===== config.mk =====
export PLATFORM = sky130hd
export DESIGN_NAME = eif_top
export DESIGN_NICKNAME = d
export VERILOG_FILES = /design/src/rtl/eif_pkg.sv /design/src/rtl/eif_top.sv
export VERILOG_INCLUDE_DIRS = /design/src /design/src/rtl
export SDC_FILE = /design/constraint.sdc
export NUM_CORES = 1
export LEC_CHECK = 0
export BUFFER_PORTS_ARGS = -buffer_cell sky130_fd_sc_hd__clkbuf_2
export CAP_MARGIN = 20
export CORE_MARGIN = 2
export CORE_UTILIZATION = 55
export DETAILED_ROUTE_END_ITERATION = 10
export GPL_TIMING_DRIVEN = 0
export PLACE_DENSITY = 0.88
export SLEW_MARGIN = 20
export SYNTH_ARGS = -nofsm -noshare
export SYNTH_HDL_FRONTEND = slang
export SYNTH_SLANG_ARGS = --single-unit

===== constraint.sdc =====
create_clock -name sys_clk -period 6.1 [get_ports sys_clk]
set_input_delay 1.22 -clock sys_clk [delete_from_list [all_inputs] [get_ports sys_clk]]
set_output_delay 1.22 -clock sys_clk [all_outputs]
set_load 0.05 [all_outputs]

===== src/rtl/eif_map.svh =====
// eif register offsets, field positions and reset values
// What this block does
// - pin function 0 to 1, pin low, falling sense: set that pin's flag
// - pin function 1 to 0, pin low, rising sense: set that pin's flag
// - wakeup function 0 to 1 while pin low sets that wakeup flag
// - chosen event edge sets event flag while event enable is one
// - flag clear right after a port mode access is ignored
// - request write clears only positions written zero, ones keep value
// - flag set after a read is still cleared by a later zero write
// - word access forces address bit zero low; stack is word only
// - condition codes saved as full word, restored from even byte
// - written zero clears a set flag; flags reset to zero
// - edge select zero senses falling edge, one senses rising edge
`ifndef EIF_MAP_SVH
`define EIF_MAP_SVH

// register offsets
`define EIF_A_REQ1   8'h00
`define EIF_A_WKREQ  8'h01
`define EIF_A_PMB    8'h02
`define EIF_A_PM2    8'h03
`define EIF_A_PM5    8'h04
`define EIF_A_EDGE   8'h05
`define EIF_A_AEDGE  8'h06
`define EIF_A_IEN1   8'h07
`define EIF_A_WKEDGE 8'h08
`define EIF_A_STAT   8'h09
`define EIF_A_MASK   8'h0A

// field positions
`define EIF_REQ_PIN0 0
`define EIF_REQ_PIN1 1
`define EIF_REQ_EVT  2
`define EIF_PM_FUNC  0
`define EIF_EDGE_P0  0
`define EIF_EDGE_P1  1
`define EIF_IEN_EVT  2
`define EIF_ST_PIN0  0
`define EIF_ST_PIN1  1
`define EIF_ST_EVT   2
`define EIF_ST_WKP   3
`define EIF_ST_SPUR  4
`define EIF_ST_LOST  5

// reset values
`define EIF_RST_BYTE 8'h00
`define EIF_RST_WORD 16'h0000

`endif


===== src/rtl/eif_pkg.sv =====
// eif types: event edge modes and the block state
package eif_pkg;

    typedef enum logic [1:0] {AE_FALL, AE_RISE, AE_BOTH, AE_BOTH_ALT} eif_aedge_e;

    typedef struct packed {
        logic [10:0] sync1;
        logic [10:0] sync2;
        logic [10:0] prev;
        logic [2:0]  req1;
        logic [7:0]  wkreq;
        logic        pmb;
        logic        pm2;
        logic [7:0]  pm5;
        logic [1:0]  edge_sel;
        eif_aedge_e  aedge;
        logic [3:0]  ien;
        logic [7:0]  wkedge;
        logic [5:0]  stat;
        logic [5:0]  mask;
        logic        pm_last;
        logic [7:0]  rdata;
        logic        irq;
        logic [15:0] mem_addr;
        logic [15:0] stack_wdata;
        logic [7:0]  condition_code_reg;
    } eif_state_s;

endpackage


===== src/rtl/eif_top.sv =====
// eif external interrupt request flags, port mode switching and stack word handling
//
// The implementer's own choices: the register offsets and the address-and-strobe port.
`timescale 1ns/1ps
`include "eif_map.svh"

module eif_top
    import eif_pkg::*;
(
    // clock and reset
    input  wire logic        sys_clk,
    input  wire logic        reset_n,

    // register port
    input  wire logic [7:0]  reg_addr,
    input  wire logic [7:0]  reg_wdata,
    input  wire logic        reg_wr,
    input  wire logic        reg_rd,
    output logic      [7:0]  reg_rdata,

    // external interrupt pins
    input  wire logic [7:0]  wakeup_pin_n,
    input  wire logic        ext_int_pin0_n,
    input  wire logic        ext_int_pin1_n,
    input  wire logic        async_event_int_pin,

    // interrupt output
    output logic             irq,

    // word access alignment
    input  wire logic        word_access,
    input  wire logic [15:0] access_addr,
    output logic      [15:0] mem_addr,

    // condition code stacking
    input  wire logic        ccr_save,
    input  wire logic [7:0]  ccr_value,
    output logic      [15:0] stack_wdata,
    input  wire logic        rte_restore,
    input  wire logic [15:0] stack_rdata,
    output logic      [7:0]  ccr_restored
);

    // pin vector layout: [7:0] wakeup, [8] pin0, [9] pin1, [10] event
    localparam int P0  = 8;
    localparam int P1  = 9;
    localparam int EVT = 10;

    eif_state_s q;
    eif_state_s d;

    // edge of a synchronised level, sense chosen by rise
    function automatic logic edge_hit(
        input logic prv,
        input logic cur,
        input logic rise
    );
        edge_hit = rise ? (!prv && cur) : (prv && !cur);
    endfunction

    // false request caused by switching a pin function while it is low
    function automatic logic switch_set(
        input logic old_fn,
        input logic new_fn,
        input logic low,
        input logic rise
    );
        logic up;
        logic down;
        up   = !old_fn && new_fn;
        down = old_fn && !new_fn;
        switch_set = low && (rise ? down : up);
    endfunction

    // register strobes decoded once
    logic wr_req1;
    logic wr_wkreq;
    logic wr_pmb;
    logic wr_pm2;
    logic wr_pm5;
    logic wr_stat;
    logic pm_hit;
    logic any_acc;

    assign wr_req1  = reg_wr && (reg_addr == `EIF_A_REQ1);
    assign wr_wkreq = reg_wr && (reg_addr == `EIF_A_WKREQ);
    assign wr_pmb   = reg_wr && (reg_addr == `EIF_A_PMB);
    assign wr_pm2   = reg_wr && (reg_addr == `EIF_A_PM2);
    assign wr_pm5   = reg_wr && (reg_addr == `EIF_A_PM5);
    assign wr_stat  = reg_wr && (reg_addr == `EIF_A_STAT);

    // a read of a port mode register counts as an access too
    assign pm_hit  = (reg_addr == `EIF_A_PMB) || (reg_addr == `EIF_A_PM2)
                  || (reg_addr == `EIF_A_PM5);
    assign any_acc = reg_wr || reg_rd;

    // wakeup flag sources, one slice per pin
    logic [7:0] wk_spur;
    logic [7:0] wk_edge;

    genvar gi;
    generate
        for (gi = 0; gi < 8; gi++) begin : g_wkp
            // only 0 to 1 counts here, whatever the edge select
            assign wk_spur[gi] = wr_pm5
                && switch_set(q.pm5[gi], reg_wdata[gi], !q.sync2[gi], 1'b0);
            assign wk_edge[gi] = q.pm5[gi]
                && edge_hit(q.prev[gi], q.sync2[gi], q.wkedge[gi]);
        end
    endgenerate

    // pin0 and pin1 sources
    logic spur0;
    logic spur1;
    logic hit0;
    logic hit1;
    logic hit_evt;

    // falling sense arms the 0 to 1 case, rising sense the 1 to 0 case
    assign spur0 = wr_pm2 && switch_set(q.pm2, reg_wdata[`EIF_PM_FUNC],
                   !q.sync2[P0], q.edge_sel[`EIF_EDGE_P0]);
    assign spur1 = wr_pmb && switch_set(q.pmb, reg_wdata[`EIF_PM_FUNC],
                   !q.sync2[P1], q.edge_sel[`EIF_EDGE_P1]);

    // normal edge sensing while the pin has its interrupt function
    assign hit0 = q.pm2 && edge_hit(q.prev[P0], q.sync2[P0],
                  q.edge_sel[`EIF_EDGE_P0]);
    assign hit1 = q.pmb && edge_hit(q.prev[P1], q.sync2[P1],
                  q.edge_sel[`EIF_EDGE_P1]);

    // event pin: falling, rising or both, gated by its enable
    always_comb begin
        hit_evt = 1'b0;
        case (q.aedge)
            AE_FALL: begin
                hit_evt = q.prev[EVT] && !q.sync2[EVT];
            end
            AE_RISE: begin
                hit_evt = !q.prev[EVT] && q.sync2[EVT];
            end
            default: begin
                hit_evt = q.prev[EVT] ^ q.sync2[EVT];
            end
        endcase
        hit_evt = hit_evt && q.ien[`EIF_IEN_EVT];
    end

    // request flag clears are refused in the access right after a port mode access
    logic       clr_ok;
    logic [2:0] set1;
    logic [7:0] setw;

    assign clr_ok = !q.pm_last;
    assign set1   = {hit_evt, hit1 || spur1, hit0 || spur0};
    assign setw   = wk_spur | wk_edge;

    // next state
    always_comb begin
        d = q;

        // two flops before any detection reads a pin
        d.sync1 = {async_event_int_pin, ext_int_pin1_n, ext_int_pin0_n, wakeup_pin_n};
        d.sync2 = q.sync1;
        d.prev  = q.sync2;

        // control register writes
        if (wr_pmb) begin
            d.pmb = reg_wdata[`EIF_PM_FUNC];
        end
        if (wr_pm2) begin
            d.pm2 = reg_wdata[`EIF_PM_FUNC];
        end
        if (wr_pm5) begin
            d.pm5 = reg_wdata;
        end
        if (reg_wr && (reg_addr == `EIF_A_EDGE)) begin
            d.edge_sel = reg_wdata[1:0];
        end
        if (reg_wr && (reg_addr == `EIF_A_AEDGE)) begin
            d.aedge = eif_aedge_e'(reg_wdata[1:0]);
        end
        if (reg_wr && (reg_addr == `EIF_A_IEN1)) begin
            d.ien = reg_wdata[3:0];
        end
        if (reg_wr && (reg_addr == `EIF_A_WKEDGE)) begin
            d.wkedge = reg_wdata;
        end
        if (reg_wr && (reg_addr == `EIF_A_MASK)) begin
            d.mask = reg_wdata[5:0];
        end

        // zero bits clear, one bits keep; a flag set since the last
        // read is cleared too, which is why software must not
        // read-modify-write these registers
        if (wr_req1 && clr_ok) begin
            d.req1 = q.req1 & reg_wdata[2:0];
        end
        if (wr_wkreq && clr_ok) begin
            d.wkreq = q.wkreq & reg_wdata;
        end

        // new requests land after the clear, so one arriving in the clearing cycle is kept
        d.req1  = d.req1 | set1;
        d.wkreq = d.wkreq | setw;

        // remember whether this access touched a port mode register
        if (any_acc) begin
            d.pm_last = pm_hit;
        end

        // sticky status: write one to clear, new events win
        if (wr_stat) begin
            d.stat = q.stat & ~reg_wdata[5:0];
        end
        d.stat[`EIF_ST_PIN0] = d.stat[`EIF_ST_PIN0] | set1[0];
        d.stat[`EIF_ST_PIN1] = d.stat[`EIF_ST_PIN1] | set1[1];
        d.stat[`EIF_ST_EVT]  = d.stat[`EIF_ST_EVT] | set1[2];
        d.stat[`EIF_ST_WKP]  = d.stat[`EIF_ST_WKP] | (|setw);
        d.stat[`EIF_ST_SPUR] = d.stat[`EIF_ST_SPUR] | spur0 | spur1 | (|wk_spur);
        d.stat[`EIF_ST_LOST] = d.stat[`EIF_ST_LOST]
                             | ((wr_req1 || wr_wkreq) && !clr_ok);

        // level interrupt from the next status and mask, registered in the same edge as them
        d.irq = |(d.stat & d.mask);

        // read data stands only in the cycle after the read strobe
        d.rdata = `EIF_RST_BYTE;
        if (reg_rd) begin
            if (reg_addr == `EIF_A_REQ1) begin
                d.rdata = {5'h0, q.req1};
            end else if (reg_addr == `EIF_A_WKREQ) begin
                d.rdata = q.wkreq;
            end else if (reg_addr == `EIF_A_PMB) begin
                d.rdata = {7'h0, q.pmb};
            end else if (reg_addr == `EIF_A_PM2) begin
                d.rdata = {7'h0, q.pm2};
            end else if (reg_addr == `EIF_A_PM5) begin
                d.rdata = q.pm5;
            end else if (reg_addr == `EIF_A_EDGE) begin
                d.rdata = {6'h0, q.edge_sel};
            end else if (reg_addr == `EIF_A_AEDGE) begin
                d.rdata = {6'h0, q.aedge};
            end else if (reg_addr == `EIF_A_IEN1) begin
                d.rdata = {4'h0, q.ien};
            end else if (reg_addr == `EIF_A_WKEDGE) begin
                d.rdata = q.wkedge;
            end else if (reg_addr == `EIF_A_STAT) begin
                d.rdata = {2'h0, q.stat};
            end else if (reg_addr == `EIF_A_MASK) begin
                d.rdata = {2'h0, q.mask};
            end else begin
                d.rdata = `EIF_RST_BYTE; // unmapped reads zero
            end
        end

        // word accesses ignore address bit zero, so an odd stack
        // pointer silently lands one byte low
        if (word_access) begin
            d.mem_addr = {access_addr[15:1], 1'b0};
        end else begin
            d.mem_addr = access_addr;
        end

        // both bytes of the word carry the condition codes
        if (ccr_save) begin
            d.stack_wdata = {ccr_value, ccr_value};
        end

        // even address is the high byte; the odd byte is dropped
        if (rte_restore) begin
            d.condition_code_reg = stack_rdata[15:8];
        end
    end

    // state register; all control clears to zero at reset
    always_ff @(posedge sys_clk or negedge reset_n) begin
        if (!reset_n) begin
            q.sync1       <= 11'h7FF;
            q.sync2       <= 11'h7FF;
            q.prev        <= 11'h7FF;
            q.req1        <= 3'h0;
            q.wkreq       <= `EIF_RST_BYTE;
            q.pmb         <= 1'b0;
            q.pm2         <= 1'b0;
            q.pm5         <= `EIF_RST_BYTE;
            q.edge_sel    <= 2'h0;
            q.aedge       <= AE_FALL;
            q.ien         <= 4'h0;
            q.wkedge      <= `EIF_RST_BYTE;
            q.stat        <= 6'h00;
            q.mask        <= 6'h00;
            q.pm_last     <= 1'b0;
            q.rdata       <= `EIF_RST_BYTE;
            q.irq         <= 1'b0;
            q.mem_addr    <= `EIF_RST_WORD;
            q.stack_wdata <= `EIF_RST_WORD;
            q.condition_code_reg         <= `EIF_RST_BYTE;
        end else begin
            q <= d;
        end
    end

    // outputs straight from flops
    assign reg_rdata    = q.rdata;
    assign irq          = q.irq;
    assign mem_addr     = q.mem_addr;
    assign stack_wdata  = q.stack_wdata;
    assign ccr_restored = q.condition_code_reg;

endmodule


==> impl_metrics.py, run 1 <==
metrics = {
    "status": {
        "outcome": "finished, final reports clean",
    },
    "routing": {
        "firstDrtPassIters": 4,
        "wl_per_cell_um": 17.16,
        "routed_wl_mm": 12.79,
        "drc": 0,
        "drtIter0Drc": 291,
        "ant_nets": 0,
        "vias": 4058,
        "viasPerCell": 5.447,
    },
    "global_routing": {
        "met3_usage_pct": 8.118,
        "top_usage_layer": "met2",
        "grt_use_met2_pct": 40.30,
        "grt.total_usage_pct": 25.29,
        "use_met1_pct": 32.92,
        "grt_overflow": 0,
        "first_global_vias": 4192,
        "grt_pass1_wl_mm": 21.04,
        "grt_max_degree": 89,
        "antenna_found_initial": 0,
    },
    "floorplanning": {
        "num_rows": 36,
        "core_area_mm2": 0.009684,
        "dieArea_mm2": 0.01073,
        "dieWidth_um": 103.6,
        "die_h_um": 103.6,
        "ios": 123,
        "start_util_pct": 56.30,
    },
    "setup_path": {
        "crit_chain": "clkbuf_2 -> nor3_1 -> nand2_1 -> nor3_1 -> nand2_1 -> o21ai_0 -> nand3_1",
        "r2r-end": "irq$_DFF_PN0_",
        "path_delay_family": "simple AND/OR/NAND/NOR gates",
        "r2r_setup_slack_ps": 3670,
        "critical_path_class": "primary input to register",
        "crit_path_max_incr_delay_ps": 720,
        "cp_num_buf_inv": 1,
        "reg2reg_depth": 7,
        "end_kind": "register",
        "crit_arrival_ps": 3630,
        "cp_max_fo": 8,
        "required_ps": 6480,
        "startpoint_type": "primary input",
        "cpMaxStageDelayCell": "nor3_1",
        "r2r-start": "d[109]$_DFF_PN1_",
    },
    "yosys": {
        "postSynthCellCount": 471,
        "ys.flop_type": "dfrtp_1",
        "netlist_area_mm2": 0.005453,
        "synth_xor_area_share_pct": 0,
        "syn_nets": 547,
        "yosysSeqAreaShare_pct": 57.66,
        "synthAdderAreaFrac_pct": 0.4589,
        "synth-async-reset-ratio_pct": 100.0,
        "synth-seq-cells": 124,
        "synth_compound_area_share_pct": 8.926,
        "synth_edf_count": 0,
        "synth_top_family_by_area": "simple AND/OR/NAND/NOR gates",
        "synthMuxAreaShare_pct": 9.706,
        "avgSynthCellArea_um2": 11.58,
        "yosysWarnings": 0,
        "ys_types": 49,
        "synthSimpleGateAreaFrac_pct": 14.87,
    },
    "sta": {
        "post-route-period-util_pct": 53.24,
        "maxSlewViolCount": 0,
        "whs_ps": 354.8,
        "period_minus_slack_ps": 3247,
        "tightest_slew_ps": 1057,
        "finalSetupViolations": 0,
        "tns_ps": 0,
        "max-slew-margin-rel_pct": 29.01,
        "finClkSkew_ps": 7.506,
        "hold_violations": 0,
        "timing.fmax_mhz": 307.9,
        "rsz0062_at_grt": "no",
    },
    "power": {
        "power_w": 0.002139,
        "peakVddDrop_mv": 0.2407,
        "leakage_nw": 3.227,
        "power_density_mw_per_mm2": 316.8,
    },
    "clocking": {
        "cts-htree-levels": 4,
        "tritoncts": "yes",
        "hold_buffers": 0,
        "cts_buffers": 17,
        "cts_buffer_depth": 2,
        "clock-root-buffer": "clkbuf_8",
        "cts.sinks": 124,
        "cts_resized": 0,
        "cts_setup_buffers": 0,
        "insertion_delay_ps": 530,
        "cts.clk_slew.worst_paths_ps": 50,
    },
    "finish": {
        "nets": 675,
        "num_antenna_cells": 0,
        "final_core_util_pct": 69.74,
        "syn2layout_area_growth_pct": 23.86,
        "drive_gt1_share_pct": 43.46,
    },
    "hold_path": {
        "whs_endpoint": "d[107]$_DFF_PN1_",
        "hold_path.class": "register to register",
        "min_from": "d[118]$_DFF_PN1_",
        "whs_path_depth": 0,
    },
    "job": {
        "drv_cap": 0,
    },
    "place": {
        "place_hpwl_mm": 8.950,
        "port-buffer-count": 108,
        "place_congestion": 0.9075,
    },
}
[cell usage in the layout (no fill, tap or decap), drive strengths merged, types with 3 or more instances in the layout]
| cell | n |
|---|---|
| nand3 | 11 |
| dfrtp | 91 |
| a221oi | 3 |
| nor2 | 23 |
| and3b | 9 |
| inv | 7 |
| nor3b | 18 |
| dfstp | 33 |
| nand2 | 60 |
| nand2b | 4 |
| mux2i | 9 |
| o21ai | 27 |
| nand4 | 5 |
| buf | 54 |
| a31oi | 6 |
| o22ai | 4 |
| a21boi | 5 |
| a22oi | 5 |
| nor3 | 8 |
| a21oi | 11 |
| clkinv | 3 |
| mux2 | 39 |
| clkbuf | 141 |
| nor2b | 4 |
[synth_stat cells (2+ instances only)]
| library cell | count | area (um2) |
|---|---|---|
| a211o_1 | 2 | 17.52 |
| a21boi_0 | 4 | 30.03 |
| a21o_1 | 2 | 15.01 |
| a21oi_1 | 11 | 55.05 |
| a221oi_1 | 3 | 26.28 |
| a22oi_1 | 5 | 37.54 |
| a31oi_1 | 6 | 37.54 |
| and3b_1 | 9 | 78.83 |
| buf_1 | 2 | 7.510 |
| buf_4 | 49 | 367.9 |
| buf_6 | 2 | 22.52 |
| clkbuf_1 | 8 | 30.03 |
| dfrtp_1 | 91 | 2277 |
| dfstp_2 | 33 | 867.1 |
| ha_1 | 2 | 25.02 |
| inv_1 | 6 | 22.52 |
| mux2_2 | 39 | 439.2 |
| mux2i_1 | 9 | 90.09 |
| nand2_1 | 60 | 225.2 |
| nand2b_1 | 4 | 25.02 |
| nand3_1 | 11 | 55.05 |
| nand4_1 | 5 | 31.28 |
| nor2_1 | 22 | 82.58 |
| nor2b_1 | 4 | 25.02 |
| nor3_1 | 8 | 40.04 |
| nor3b_1 | 18 | 135.1 |
| o211ai_1 | 2 | 15.01 |
| o21ai_0 | 27 | 135.1 |
| o22ai_1 | 4 | 25.02 |
| o2bb2ai_1 | 2 | 17.52 |
| o31ai_1 | 2 | 15.01 |
| or4_4 | 2 | 22.52 |
[logic make-up after synthesis]
family,Yosys count
fa+ha+maj,2
buf+inv,68
flops,124
compound gates,76
simple gates,153
mux,48
[metal layers]
| metal | wire length, um | share of wire, % |
|---|---|---|
| met4 | 157 | 1.2 |
| met2 | 6226 | 49 |
| met5 | 0 | 0 |
| met3 | 1000 | 7.8 |
| met1 | 5402 | 42 |
[area by class of cell]
class,count,area [um2]
Buffer,61,427.9
Fill cell,716,2930
Tap cell,133,166.4
Clock buffer,25,464.2
Inverter,7,28.78
Timing Repair Buffer,109,576.8
Multi-Input combinational cell,279,1852
Clock inverter,7,93.84
Sequential cell,124,3144
[worst max path at each step]
stage | from | end | slack (ps) | cells after the start
floorplan | reg_addr[7] | irq$_DFF_PN0_ | 2800 | 6
global placement | reset_n | stack_wdata[7]$_DFFE_PN0P_ | 2060 | 1
detailed placement | reg_addr[7] | q[90]$_DFF_PN0_ | 2440 | 7
CTS | reg_addr[7] | q[88]$_DFF_PN0_ | 2930 | 7
global route | reg_addr[7] | q[88]$_DFF_PN0_ | 2700 | 7
finish | reg_addr[7] | q[88]$_DFF_PN0_ | 2850 | 7
[sequential cells by signal, summed over array words and instances, names as in the netlist]
signal,cells
ccr_restored,8
mem_addr,16
q,61
irq,1
reg_rdata,8
stack_wdata,8
d,22
[stage by stage]
| stage | setup slack, ps | cells | instance area, um2 |
|---|---|---|---|
| 6_report | 2853 | 745 | 6754 |
| 2_1_floorplan | 2802 | 471 | 5453 |
| 5_1_grt | 2696 | 745 | 6754 |
| 3_3_place_gp | 2064 | 712 | 6160 |
| 3_5_place_dp | 2435 | 713 | 6196 |
| 4_1_cts | 2926 | 745 | 6754 |
[power breakdown]
part	switching, W	leakage [nW]	internal [W]	total, W
Clock	0.000345	0.266	0.000602	0.000947
Combinational	0.000171	1.48	0.000103	0.000274
Sequential	0.0000343	1.48	0.000884	0.000919
Power figures use the tool's default switching activity.
==> inputs of run 2 (changes only) <==
--- a/config.mk
+++ b/config.mk
@@ -9,10 +9,10 @@
 export BUFFER_PORTS_ARGS = -buffer_cell sky130_fd_sc_hd__clkbuf_2
 export CAP_MARGIN = 20
 export CORE_MARGIN = 2
-export CORE_UTILIZATION = 55
+export CORE_UTILIZATION = 54
 export DETAILED_ROUTE_END_ITERATION = 10
 export GPL_TIMING_DRIVEN = 0
-export PLACE_DENSITY = 0.88
+export PLACE_DENSITY = 0.87
 export SLEW_MARGIN = 20
 export SYNTH_ARGS = -nofsm -noshare
 export SYNTH_HDL_FRONTEND = slang
==> constraint.sdc (replaced) <==
create_clock -name sys_clk -period 3.2 [get_ports sys_clk]
set_input_delay 0.64 -clock sys_clk [delete_from_list [all_inputs] [get_ports sys_clk]]
set_output_delay 0.64 -clock sys_clk [all_outputs]
set_load 0.05 [all_outputs]
==> impl_metrics.py, run 2 (synthesized netlist as in run 1, its figures left out) <==
metrics = {
    "status": {
        "outcome": "finished, final reports clean",
    },
    "sta": {
        "hold_violations": 0,
        "finalSetupViolations": 0,
        "max-slew-margin-rel_pct": 30.23,
        "whs_ps": 26.11,
        "post-route-period-util_pct": 87.12,
        "maxSlewViolCount": 0,
        "tightest_slew_ps": 1039,
        "finClkSkew_ps": 7.012,
        "period_minus_slack_ps": 2788,
        "rsz0062_at_grt": "no",
        "timing.fmax_mhz": 358.7,
        "fin_ws_ps": 412.2,
    },
    "routing": {
        "drtIter0Drc": 250,
        "drc": 0,
        "wl_per_cell_um": 17.43,
        "routed_wl_mm": 12.98,
        "ant_nets": 0,
        "viasPerCell": 5.495,
        "firstDrtPassIters": 5,
        "vias": 4094,
    },
    "setup_path": {
        "cp_num_buf_inv": 1,
        "critical_path_class": "primary input to register",
        "crit_arrival_ps": 3170,
        "required_ps": 3580,
        "path_delay_family": "simple AND/OR/NAND/NOR gates",
        "cp_num_cells": 7,
        "endpoint": "q[94]$_DFF_PN0_",
        "end_kind": "register",
        "cp_max_fo": 8,
        "reg2reg_depth": 7,
        "r2r-end": "irq$_DFF_PN0_",
        "r2r-start": "d[109]$_DFF_PN1_",
        "r2r_setup_slack_ps": 670,
        "crit_path_max_incr_delay_ps": 700,
        "crit_chain": "clkbuf_2 -> nor3_1 -> nand2_1 -> nor3_1 -> nand2_1 -> o21ai_0 -> nand3_1",
        "cp-startpoint": "reg_addr[7]",
        "cpMaxStageDelayCell": "nor3_1",
        "startpoint_type": "primary input",
    },
    "clocking": {
        "cts.sinks": 124,
        "cts.clk_slew.worst_paths_ps": 60,
        "hold_buffers": 0,
        "cts_setup_buffers": 0,
        "clock-root-buffer": "clkbuf_8",
        "cts_buffer_depth": 2,
        "cts-htree-levels": 4,
        "cts_buffers": 17,
        "cts_resized": 0,
        "insertion_delay_ps": 520,
        "tritoncts": "yes",
    },
    "finish": {
        "top_register": "q",
        "final_cell_mix": "clkbuf_2 (107), dfrtp_1 (91), nand2_1 (60)",
        "multi_input_area_mm2": 0.001852,
        "regArea_mm2": 0.003144,
        "largest_reg_flops": 61,
        "nets": 675,
        "syn2layout_area_growth_pct": 24.62,
        "final_common_cell": "clkbuf_2",
        "drive_gt1_share_pct": 43.95,
        "num_antenna_cells": 0,
        "num-fill-cells": 709,
    },
    "global_routing": {
        "grt_max_degree": 90,
        "grt_pass1_wl_mm": 21.20,
        "grt.total_usage_pct": 25.17,
        "grt_overflow": 0,
        "top_usage_layer": "met2",
        "grt_use_met2_pct": 40.76,
        "use_met1_pct": 31.08,
        "met3_usage_pct": 7.519,
        "first_global_vias": 4319,
        "antenna_found_initial": 0,
    },
    "place": {
        "port-buffer-count": 108,
        "dp_slack_ps": -8.411,
        "place_congestion": 0.9329,
        "place_hpwl_mm": 8.895,
    },
    "floorplanning": {
        "dieArea_mm2": 0.01092,
        "num_rows": 36,
        "dieWidth_um": 104.5,
        "die_h_um": 104.5,
        "core_area_mm2": 0.009774,
        "ios": 123,
        "start_util_pct": 55.79,
    },
    "power": {
        "peakVddDrop_mv": 0.5060,
        "power_density_mw_per_mm2": 620.0,
        "leakage_nw": 3.254,
    },
    "job": {
        "drv_cap": 0,
    },
    "hold_path": {
        "hold_path.class": "primary input to asynchronous set/reset pin",
    },
}
run 2: cell count changes in the layout (fill, tap and decap cells not counted):
cell and delta:
clkinvlp_4 -1, clkbuf_8 -2, clkinv_4 +2, clkbuf_1 -3, bufinv_16 +2, clkinv_2 +2
run 2: stage by stage:
stage	cell area [um2]	TNS, ps	total power [W]	util [%]	instances
global route	6795	0	0.004372	69.52	745
detailed placement	6196	-8.411	0.002295	63.39	713
finish	6795	0	0.004213	69.52	745
floorplan	5453	0	0.002121	-	471
CTS	6795	0	0.004242	69.52	745
global placement	6160	-24760	0.002269	63.02	712
run 2: area by class of cell:
class                      count  share of cell area (%)
clock buffer                  20                   6.260
buffer                        61                   6.297
multi-input combinational    279                   27.25
timing repair buffer         109                   8.488
inverter                       7                  0.4235
tap                          133                   2.449
clock inverter                12                   2.559
sequential                   124                   46.27
run 2: worst min-delay path by stage:
stage / from / end / slack (ps) / depth (start not counted)
after CTS: reset_n / q[70]$_DFFE_PN0P_ / 20 / 1
after global routing: reset_n / q[70]$_DFFE_PN0P_ / 30 / 1
after detailed placement: d[112]$_DFF_PN1_ / d[101]$_DFF_PN1_ / 350 / 0
after global placement: d[117]$_DFF_PN1_ / d[106]$_DFF_PN1_ / 350 / 0
after floorplan: reset_n / ccr_restored[0]$_DFFE_PN0P_ / 340 / 0
final: reset_n / q[96]$_DFF_PN0_ / 30 / 1
run 2: metal layers:
metal  vias to the layer above  part of all wire, %
met5                         -                    0
li1                       1866                    -
met1                      1991                   41
met4                         0                  1.9
met3                        18                  8.3
met2                       219                   49
run 2: power breakdown:
part | internal (W) | leakage [nW] | switching, W
clock | 0.00126 | 0.293 | 0.000677
sequential | 0.00169 | 1.48 | 0.0000653
combinational | 0.000197 | 1.48 | 0.000326
run 2: worst reg2reg max path: cells and delay by family, from the launching register on:
| family | cells | cell delay (ps) |
|---|---|---|
| flops | 1 | 550 |
| mux | 1 | 270 |
| compound gates | 4 | 1370 |
| fa+ha+maj | 1 | 170 |
| buf+inv | 1 | 40 |
